$ cat src/rtl/ssc_pkg.sv
// constants for the superframe sync and clock output block
//
// Notes on behaviour
// - sync pulse goes high eight bauds before the frame one/two sync word.
// - sync pulse only when clock enable and sync enable bits are both one.
// - sync pulse edges change with the transmit baud clock rising edge.
// - alignment pin is an input in line-card mode, an output in terminal mode.
// - alignment function works only with the alignment enable bit set.
// - in line-card mode, second init bit 5 makes alignment pin an output.
// - host mode, bus mode and first init bit 3 take alignment from frame sync.
// - alignment pulse marks the bus frame that starts the line superframe.
// - alignment pin stays undriven after reset until explicitly configured.
// - line-card mode takes an 8 kHz reference; lock is monitored by period.
// - terminal host mode plus second init bit 4 drives data clock on ref pin.
// - reference output rate set by bus format bit 2 and timeslot bit 4.
// - locked output carries the clock in bus-controlled mode only, and not while baud clock output runs.
// - terminal mode data clock at 512 kHz, 2.048 MHz or 2.56 MHz.
// - transmit baud clock runs at 80 kHz, one period per baud.
package ssc_pkg;
    // ************************************************************
    // register map, 8-bit registers at word indices
    // ************************************************************
    localparam logic [2:0] REG_TEST_CTRL = 3'h0;
    localparam logic [2:0] REG_EXT_CTRL = 3'h1;
    localparam logic [2:0] REG_FIRST_INIT = 3'h2;
    localparam logic [2:0] REG_SECOND_INIT = 3'h3;
    localparam logic [2:0] REG_TIMESLOT_CTRL = 3'h4;
    localparam logic [2:0] REG_BUS_FORMAT = 3'h5;
    localparam logic [2:0] REG_MODE = 3'h6;
    localparam logic [2:0] REG_STATUS = 3'h7;
    localparam logic [7:0] REG_RESET = 8'h00;
    // ************************************************************
    // field positions
    // ************************************************************
    localparam int TEST_CLK_EN_BIT = 0;
    localparam int EXT_BAUD_EN_BIT = 0;
    localparam int EXT_SYNC_EN_BIT = 3;
    localparam int FIRST_FSC_ALIGN_BIT = 3;
    localparam int SECOND_ALIGN_EN_BIT = 1;
    localparam int SECOND_REF_OUT_BIT = 4;
    localparam int SECOND_ALIGN_OUT_BIT = 5;
    localparam int TIMESLOT_SPEED_BIT = 4;
    localparam int BUS_FORMAT_SPEED_BIT = 2;
    localparam int MODE_NT_BIT = 0;
    localparam int MODE_BUS_2BD_BIT = 1;
    // ************************************************************
    // timing
    // ************************************************************
    localparam longint CLK_HZ = 40000000;
    localparam longint BAUD_HZ = 80000;
    localparam logic [9:0] BAUD_CYCLES = 10'(CLK_HZ / BAUD_HZ);
    localparam logic [9:0] BAUD_HALF = 10'(CLK_HZ / BAUD_HZ / 2);
    localparam logic [10:0] SF_BAUDS = 11'd1440;
    localparam logic [10:0] FRAME_BAUDS = 11'd120;
    localparam logic [10:0] SYNC_LEAD = 11'd8;
    localparam logic [10:0] SYNC_BAUD = 11'(FRAME_BAUDS - SYNC_LEAD);
    localparam longint REF_HZ = 8000;
    localparam logic [12:0] REF_CYCLES = 13'(CLK_HZ / REF_HZ);
    localparam logic [12:0] REF_TOL = 13'd50;
    localparam int NCO_W = 24;
    localparam longint F512K = 512000;
    localparam longint F2048K = 2048000;
    localparam longint F2560K = 2560000;
    localparam logic [23:0] INC_512K = 24'((F512K << NCO_W) / CLK_HZ);
    localparam logic [23:0] INC_2048K = 24'((F2048K << NCO_W) / CLK_HZ);
    localparam logic [23:0] INC_2560K = 24'((F2560K << NCO_W) / CLK_HZ);
endpackage

$ cat src/rtl/ssc_sync_clock.sv
// superframe sync, alignment pin and reference clock outputs
`timescale 1ns/10ps
`default_nettype none
module ssc_sync_clock (
    input wire logic clk_sys_i,
    input wire logic rst_n_i,
    input wire logic [2:0] reg_addr_i,
    input wire logic [7:0] reg_wdata_i,
    input wire logic reg_wr_i,
    input wire logic reg_rd_i,
    output logic [7:0] reg_rdata_o,
    input wire logic host_mode_select_i,
    input wire logic clock_rate_select_i,
    input wire logic frame_sync_i,
    input wire logic tx_frame_alignment_pin_i,
    output logic tx_frame_alignment_pin_o,
    output logic tx_frame_alignment_pin_oe_o,
    input wire logic freq_reference_pin_i,
    output logic freq_reference_pin_o,
    output logic freq_reference_pin_oe_o,
    output logic tx_baud_clock_o,
    output logic tx_superframe_sync_out_o,
    output logic bus_data_clock_o,
    output logic locked_freq_out_o
);
    // ************************************************************
    // registers
    // ************************************************************
    logic [7:0] test_ctrl_q, test_ctrl_d;
    logic [7:0] ext_ctrl_q, ext_ctrl_d;
    logic [7:0] first_init_q, first_init_d;
    logic [7:0] second_init_q, second_init_d;
    logic [7:0] timeslot_q, timeslot_d;
    logic [7:0] bus_format_q, bus_format_d;
    logic [7:0] mode_q, mode_d;
    logic [7:0] rdata_q, rdata_d;
    logic [7:0] status;

    always_comb begin
        test_ctrl_d = test_ctrl_q;
        ext_ctrl_d = ext_ctrl_q;
        first_init_d = first_init_q;
        second_init_d = second_init_q;
        timeslot_d = timeslot_q;
        bus_format_d = bus_format_q;
        mode_d = mode_q;
        rdata_d = 8'h00;
        if (reg_wr_i) begin
            case (reg_addr_i)
                ssc_pkg::REG_TEST_CTRL: test_ctrl_d = reg_wdata_i;
                ssc_pkg::REG_EXT_CTRL: ext_ctrl_d = reg_wdata_i;
                ssc_pkg::REG_FIRST_INIT: first_init_d = reg_wdata_i;
                ssc_pkg::REG_SECOND_INIT: second_init_d = reg_wdata_i;
                ssc_pkg::REG_TIMESLOT_CTRL: timeslot_d = reg_wdata_i;
                ssc_pkg::REG_BUS_FORMAT: bus_format_d = reg_wdata_i;
                ssc_pkg::REG_MODE: mode_d = reg_wdata_i;
                default: ;
            endcase
        end
        if (reg_rd_i) begin
            case (reg_addr_i)
                ssc_pkg::REG_TEST_CTRL: rdata_d = test_ctrl_q;
                ssc_pkg::REG_EXT_CTRL: rdata_d = ext_ctrl_q;
                ssc_pkg::REG_FIRST_INIT: rdata_d = first_init_q;
                ssc_pkg::REG_SECOND_INIT: rdata_d = second_init_q;
                ssc_pkg::REG_TIMESLOT_CTRL: rdata_d = timeslot_q;
                ssc_pkg::REG_BUS_FORMAT: rdata_d = bus_format_q;
                ssc_pkg::REG_MODE: rdata_d = mode_q;
                default: rdata_d = status;
            endcase
        end
    end

    // all registers clear at reset, so the alignment pin starts undriven
    always_ff @(posedge clk_sys_i) begin
        if (!rst_n_i) begin
            test_ctrl_q <= ssc_pkg::REG_RESET;
            ext_ctrl_q <= ssc_pkg::REG_RESET;
            first_init_q <= ssc_pkg::REG_RESET;
            second_init_q <= ssc_pkg::REG_RESET;
            timeslot_q <= ssc_pkg::REG_RESET;
            bus_format_q <= ssc_pkg::REG_RESET;
            mode_q <= ssc_pkg::REG_RESET;
            rdata_q <= 8'h00;
        end else begin
            test_ctrl_q <= test_ctrl_d;
            ext_ctrl_q <= ext_ctrl_d;
            first_init_q <= first_init_d;
            second_init_q <= second_init_d;
            timeslot_q <= timeslot_d;
            bus_format_q <= bus_format_d;
            mode_q <= mode_d;
            rdata_q <= rdata_d;
        end
    end
    assign reg_rdata_o = rdata_q;

    // ************************************************************
    // pin synchronisers: three stages, change taken when 2 and 3 agree
    // ************************************************************
    localparam int NS = 5;
    logic [NS-1:0] pins_raw;
    logic [NS-1:0] s1_q, s2_q, s3_q, filt_q, filt_d;
    assign pins_raw = {frame_sync_i, tx_frame_alignment_pin_i,
                       freq_reference_pin_i, clock_rate_select_i,
                       host_mode_select_i};

    always_comb begin
        filt_d = filt_q;
        for (int i = 0; i < NS; i++) begin
            if (s2_q[i] == s3_q[i]) begin
                filt_d[i] = s3_q[i];
            end
        end
    end

    always_ff @(posedge clk_sys_i) begin
        if (!rst_n_i) begin
            s1_q <= '0;
            s2_q <= '0;
            s3_q <= '0;
            filt_q <= '0;
        end else begin
            s1_q <= pins_raw;
            s2_q <= s1_q;
            s3_q <= s2_q;
            filt_q <= filt_d;
        end
    end

    logic host_mode, rate_sel, ref_in, align_in, fsync_in;
    assign host_mode = filt_q[0];
    assign rate_sel = filt_q[1];
    assign ref_in = filt_q[2];
    assign align_in = filt_q[3];
    assign fsync_in = filt_q[4];

    // ************************************************************
    // mode decode
    // ************************************************************
    logic nt_mode, clk_en, baud_out_en, sync_en, align_en;
    logic fsc_align, align_drive, ref_drive;
    assign nt_mode = mode_q[ssc_pkg::MODE_NT_BIT];
    assign clk_en = test_ctrl_q[ssc_pkg::TEST_CLK_EN_BIT];
    assign baud_out_en = clk_en | ext_ctrl_q[ssc_pkg::EXT_BAUD_EN_BIT];
    assign sync_en = clk_en & ext_ctrl_q[ssc_pkg::EXT_SYNC_EN_BIT];
    assign align_en = second_init_q[ssc_pkg::SECOND_ALIGN_EN_BIT];
    assign fsc_align = host_mode & mode_q[ssc_pkg::MODE_BUS_2BD_BIT]
                     & first_init_q[ssc_pkg::FIRST_FSC_ALIGN_BIT];
    // line-card input unless bit 5 turns it round; terminal drives whenever bit 1 enables alignment
    assign align_drive = align_en & (nt_mode
                       | second_init_q[ssc_pkg::SECOND_ALIGN_OUT_BIT]);
    assign ref_drive = nt_mode & host_mode
                     & second_init_q[ssc_pkg::SECOND_REF_OUT_BIT];

    // ************************************************************
    // baud timing and superframe position
    // ************************************************************
    logic [9:0] baud_div_q, baud_div_d;
    logic [10:0] baud_idx_q, baud_idx_d;
    logic src_q, src_d, align_edge, baud_tick;
    logic sfs_q, sfs_d, align_out_q, align_out_d;

    // frame sync modulation replaces the pin as alignment source
    assign src_d = fsc_align ? fsync_in : align_in;
    assign align_edge = align_en & ~align_drive & src_d & ~src_q;
    assign baud_tick = (baud_div_q == ssc_pkg::BAUD_CYCLES - 10'd1);

    always_comb begin
        baud_div_d = baud_tick ? 10'd0 : baud_div_q + 10'd1;
        baud_idx_d = baud_idx_q;
        sfs_d = sfs_q;
        align_out_d = align_out_q;
        if (baud_tick) begin
            if (baud_idx_q == ssc_pkg::SF_BAUDS - 11'd1) begin
                baud_idx_d = 11'd0;
            end else begin
                baud_idx_d = baud_idx_q + 11'd1;
            end
            // one baud wide, eight bauds ahead of the second sync word
            sfs_d = (baud_idx_d == ssc_pkg::SYNC_BAUD);
            align_out_d = (baud_idx_d == 11'd0);
        end
        if (align_edge) begin
            // external mark restarts the superframe at its first frame
            baud_div_d = 10'd0;
            baud_idx_d = 11'd0;
            sfs_d = 1'b0;
            align_out_d = 1'b0;
        end
    end

    always_ff @(posedge clk_sys_i) begin
        if (!rst_n_i) begin
            baud_div_q <= 10'd0;
            baud_idx_q <= 11'd0;
            src_q <= 1'b0;
            sfs_q <= 1'b0;
            align_out_q <= 1'b0;
        end else begin
            baud_div_q <= baud_div_d;
            baud_idx_q <= baud_idx_d;
            src_q <= src_d;
            sfs_q <= sfs_d;
            align_out_q <= align_out_d;
        end
    end

    // ************************************************************
    // 8 kHz reference period monitor
    // ************************************************************
    // the loop itself is analog; here only the reference period is
    // checked so software can see whether the lock source is sane
    logic [12:0] ref_cnt_q, ref_cnt_d;
    logic ref_prev_q, ref_ok_q, ref_ok_d;

    always_comb begin
        ref_ok_d = ref_ok_q;
        ref_cnt_d = ref_cnt_q;
        if (ref_cnt_q != 13'h1FFF) begin
            ref_cnt_d = ref_cnt_q + 13'd1;
        end
        if (nt_mode || ref_drive) begin
            ref_ok_d = 1'b0;
            ref_cnt_d = 13'd0;
        end else if (ref_in && !ref_prev_q) begin
            ref_cnt_d = 13'd0;
            ref_ok_d = (ref_cnt_q + 13'd1 >= ssc_pkg::REF_CYCLES
                        - ssc_pkg::REF_TOL)
                     && (ref_cnt_q + 13'd1 <= ssc_pkg::REF_CYCLES
                        + ssc_pkg::REF_TOL);
        end else if (ref_cnt_q > ssc_pkg::REF_CYCLES + ssc_pkg::REF_TOL) begin
            ref_ok_d = 1'b0;
        end
    end

    always_ff @(posedge clk_sys_i) begin
        if (!rst_n_i) begin
            ref_cnt_q <= 13'd0;
            ref_prev_q <= 1'b0;
            ref_ok_q <= 1'b0;
        end else begin
            ref_cnt_q <= ref_cnt_d;
            ref_prev_q <= ref_in;
            ref_ok_q <= ref_ok_d;
        end
    end

    // ************************************************************
    // data clock synthesis
    // ************************************************************
    // phase accumulators: rates are not integer divisions of 40 MHz,
    // so edges carry one system clock of jitter
    logic [23:0] dcl_acc_q, dcl_acc_d, dcl_inc;
    logic [23:0] lck_acc_q, lck_acc_d, lck_inc;

    always_comb begin
        if (!bus_format_q[ssc_pkg::BUS_FORMAT_SPEED_BIT]) begin
            dcl_inc = ssc_pkg::INC_512K;
        end else if (timeslot_q[ssc_pkg::TIMESLOT_SPEED_BIT]) begin
            dcl_inc = ssc_pkg::INC_2560K;
        end else begin
            dcl_inc = ssc_pkg::INC_2048K;
        end
        lck_inc = rate_sel ? ssc_pkg::INC_2048K : ssc_pkg::INC_512K;
        dcl_acc_d = dcl_acc_q + dcl_inc;
        lck_acc_d = lck_acc_q + lck_inc;
        // realigning to superframe start keeps the clocks line-locked
        if (nt_mode && baud_tick && baud_idx_d == 11'd0) begin
            dcl_acc_d = 24'h000000;
            lck_acc_d = 24'h000000;
        end
    end

    always_ff @(posedge clk_sys_i) begin
        if (!rst_n_i) begin
            dcl_acc_q <= 24'h000000;
            lck_acc_q <= 24'h000000;
        end else begin
            dcl_acc_q <= dcl_acc_d;
            lck_acc_q <= lck_acc_d;
        end
    end

    // ************************************************************
    // outputs
    // ************************************************************
    logic baud_clk;
    assign baud_clk = (baud_div_q < ssc_pkg::BAUD_HALF);
    assign tx_baud_clock_o = baud_out_en & baud_clk;
    assign tx_superframe_sync_out_o = sync_en & sfs_q;
    assign tx_frame_alignment_pin_oe_o = align_drive;
    assign tx_frame_alignment_pin_o = align_drive & align_out_q;
    assign freq_reference_pin_oe_o = ref_drive;
    assign freq_reference_pin_o = ref_drive & dcl_acc_q[23];
    assign bus_data_clock_o = nt_mode & dcl_acc_q[23];
    // bus-controlled mode only, and not while baud clock is out
    assign locked_freq_out_o = ~host_mode & ~baud_out_en
                             & lck_acc_q[23];

    assign status = {3'b000, baud_out_en, nt_mode, host_mode,
                     align_drive, ref_ok_q};
endmodule // ssc_sync_clock
`default_nettype wire

$ cat config.mk
export PLATFORM = sky130hd
export DESIGN_NAME = ssc_sync_clock
export DESIGN_NICKNAME = d
export VERILOG_FILES = /design/src/rtl/ssc_pkg.sv /design/src/rtl/ssc_sync_clock.sv
export SDC_FILE = /design/constraint.sdc
export NUM_CORES = 1
export LEC_CHECK = 0
export ABC_CLOCK_PERIOD_IN_PS = 2600
export CORE_MARGIN = 2
export CORE_UTILIZATION = 56
export CTS_CLUSTER_DIAMETER = 100
export DETAILED_ROUTE_END_ITERATION = 7
export DONT_BUFFER_PORTS = 1
export HOLD_SLACK_MARGIN = 0.1
export MAX_ROUTING_LAYER = met4
export PLACE_DENSITY = 0.74
export SLEW_MARGIN = 20
export SYNTH_ARGS = -nofsm -noshare
export SYNTH_HDL_FRONTEND = slang
export SYNTH_SLANG_ARGS = --single-unit
$ cat constraint.sdc
create_clock -name clk_sys_i -period 2.6 [get_ports clk_sys_i]
set_input_delay 0.26 -clock clk_sys_i [delete_from_list [all_inputs] [get_ports clk_sys_i]]
set_output_delay 0.26 -clock clk_sys_i [all_outputs]
set_load 0.005 [all_outputs]
==> reports/qor.yml <==
route:
  via_per_inst: 5.84
  first_pass_iters: 8
  routed_wl_um: 22100
  drt_iter0_drc: 654
  antenna_left: 0
  wl_per_cell_um: 16.5
  vias: 7819
  post-route-drc-count: 0
synth:
  synth_nets: 1108
  yosys_warnings: 0
  ys_seq_area_frac: 0.391
  syn_area_mm2: 0.00876
  synth_cell_types: 72
  synthCells: 1051
  async_reset_ff_frac: 0
  syn_area_per_cell_um2: 8.33
  synth_flop_cell: "dfxtp_1"
  synth-seq-cells: 171
  synth-edff-count: 0
worst_setup_path:
  endpoint_kind: "register"
  reg2regPathDepth: 9
  crit_start: "timeslot_q[4]"
  crit_type: "reg2reg"
  path_buf_inv: 0
  startpoint_type: "register"
  r2r_end: "dcl_acc_q[23]"
  cpLargestDelayFamily: "simple AND/OR/NAND/NOR gates"
  required_ns: 2.95
  rrSetupSlack_ns: -0.09
  reg2reg_from: "timeslot_q[4]"
  critPathMaxFanout: 4
  crit_chain: "nand2b_4, ha_4, or3_4, o2111ai_4, nor3_2, a211o_1, a221o_1, or4_1, a31oi_1"
  slowest_delay_ns: 0.43
  crit_arrival_ns: 3.05
  slowest_stage: "or4_1"
worst_hold_path:
  min_from: "reg_addr_i[2]"
  min_to: "reg_rdata_o[2]"
  holdPathStages: 2
  hold_path.class: "in2reg"
global_routing:
  first_global_vias: 7060
  antenna_found_initial: 1
  grt_max_degree: 81
  grt_remaining_overflow: 0
  grt_pass1_wl_um: 33700
  track_usage: 0.259
floorplan:
  core-area_mm2: 0.0153
  dieArea_mm2: 0.0167
  rows: 45
  die_w_um: 129
  die_h_um: 129
  initial_core_util: 0.574
  num_io_pins: 36
job:
  maxCapViolCount: 0
clocking:
  cts_tree: "built"
  clkTransAtPathRegs_ns: 0.06
  cts.sinks: 171
  cts_max_level: 4
  cts-root-buf: "clkbuf_16"
  numCtsBuffers: 17
  clockBufferDepth: 2
  insertion_delay_ns: 0.43
sta:
  setup_viol: 1
  tightest_slew_ns: 0.684
  hold_viol: 0
  period_share: 1.04
  drv_slew: 0
  relSlewSlack: 0.537
  rsz0062_at_grt: "true"
  fmax_mhz: 371
  min_period_ns: 2.69
  finalSetupTns_ns: -0.0920
  fin_ws_ns: -0.0920
  clock_skew_ns: 0.00883
place:
  numPortBuffers: 0
  pre_cts_ws_ns: -0.0934
  place_congestion: 0.951
  dp.cells: 1267
  place_area_mm2: 0.00928
  dp_hpwl_um: 13400
power_and_ir_drop:
  leakagePower_nw: 4.03
  cellPowerDensity_mw_per_mm2: 689
  ir_drop_mv: 0.507
cells_and_area:
  post-route-util: 0.695
  multi_input_comb_area_mm2: 0.00536
  areaGrowthSynthToFinish_pct: 21.1
  final_nets: 1174
  fillCellCount: 1162
  instances_no_fill: 1340
  final_common_cell: "nand2_1"
  drive_gt1_frac: 0.171
  regArea_mm2: 0.00344
  fin_area_mm2: 0.0106
  final_cell_mix: "nand2_1, dfxtp_1, nor2_1, buf_4, a21boi_0"
run_status:
  outcome: "finished, violations left"
  violations: "negative setup slack"
worst max path at each step:
stage               endpoint  slack, ns  cells past startpoint
6_report       dcl_acc_q[23]      -0.09                      9
5_1_grt        dcl_acc_q[23]      -0.21                      9
4_1_cts        dcl_acc_q[23]      -0.02                      9
3_5_place_dp   dcl_acc_q[22]      -0.09                      9
3_3_place_gp   dcl_acc_q[22]      -0.04                      9
2_1_floorplan  dcl_acc_q[23]      -0.02                      9
through the flow:
step / power (W) / hold slack (ns)
after floorplan: 0.00407 / 0.387
after global placement: 0.00442 / 0.387
after detailed placement: 0.00444 / 0.390
after CTS: 0.00706 / 0.110
after global routing: 0.00762 / 0.114
final: 0.00730 / 0.130
synthesized netlist by cell type, drive strengths merged, types with 7 or more instances:
cell,number,area (um^2)
a21o,7,52.6
xnor2,26,228
a21oi,65,325
o21ai,35,179
xor2,25,219
o31ai,8,60.1
nor2,102,383
a21boi,64,480
dfxtp,171,3420
nand3,29,150
and2,26,163
clkbuf,40,150
inv,25,93.8
and3,23,144
buf,10,70.1
nor3,19,95.1
nor4,10,83.8
a31oi,13,87.6
nand2b,7,43.8
nand2,170,638
a221oi,8,76.3
mux2i,10,100
ha,37,463
nor2b,14,87.6
or3,8,50.1
per-layer routing:
layer  routed length [um]  track usage
met4                  582       0.0876
met3                 1310       0.0562
met5                    0            -
met2                10700        0.418
met1                 9500        0.323
cells by family after synthesis:
group,synth area share
muxes,0.0307
AOI/OAI and AO/OA,0.195
DFF,0.391
and+or+nand+nor,0.244
buffers and inverters,0.0359
xor gates and xnor gates,0.0510
adders and majority gates,0.0529
what timing repair did:
item / 4_1_cts / 5_1_grt
endpoints found under the hold margin: 85 / 0
resized for setup: 14 / 64
gates cloned: 0 / 3
endpoints found under the setup margin: 3 / 48
buffers inserted: 4 / 16
pin swaps: 6 / 22
hold buffers: 19 / 0
state kept, by name (all words and copies together) (netlist names), 5 cells and up:
register       count
baud_div_q        10
baud_idx_q        11
bus_format_q       8
dcl_acc_q         24
ext_ctrl_q         8
filt_q             5
first_init_q       8
lck_acc_q         24
mode_q             8
ref_cnt_q         13
reg_rdata_o        8
s1_q               5
s2_q               5
s3_q               5
second_init_q      8
test_ctrl_q        8
timeslot_q         8
worst reg2reg max path, stage by stage (launching register included):
cell	delay, ns
dfxtp_2	0.32
nand2b_4	0.18
ha_4	0.18
or3_4	0.41
o2111ai_4	0.21
nor3_2	0.08
a211o_1	0.28
a221o_1	0.35
or4_1	0.43
a31oi_1	0.17
where the power goes:
group / switching (W) / internal [W]
clock network: 0.00104 / 0.00146
registers: 0.000149 / 0.00282
logic: 0.000957 / 0.000871
total: 0.00215 / 0.00515
area by class of cell:
class	instances	share of cell area
Multi-Input combinational cell	805	0.505
Antenna cell	1	0.000236
Clock buffer	21	0.0434
Sequential cell	171	0.325
Clock inverter	9	0.0107
Tap cell	211	0.0249
Inverter	25	0.00944
Timing Repair Buffer	97	0.0815
Note: power is estimated with default switching activity, not from simulation.
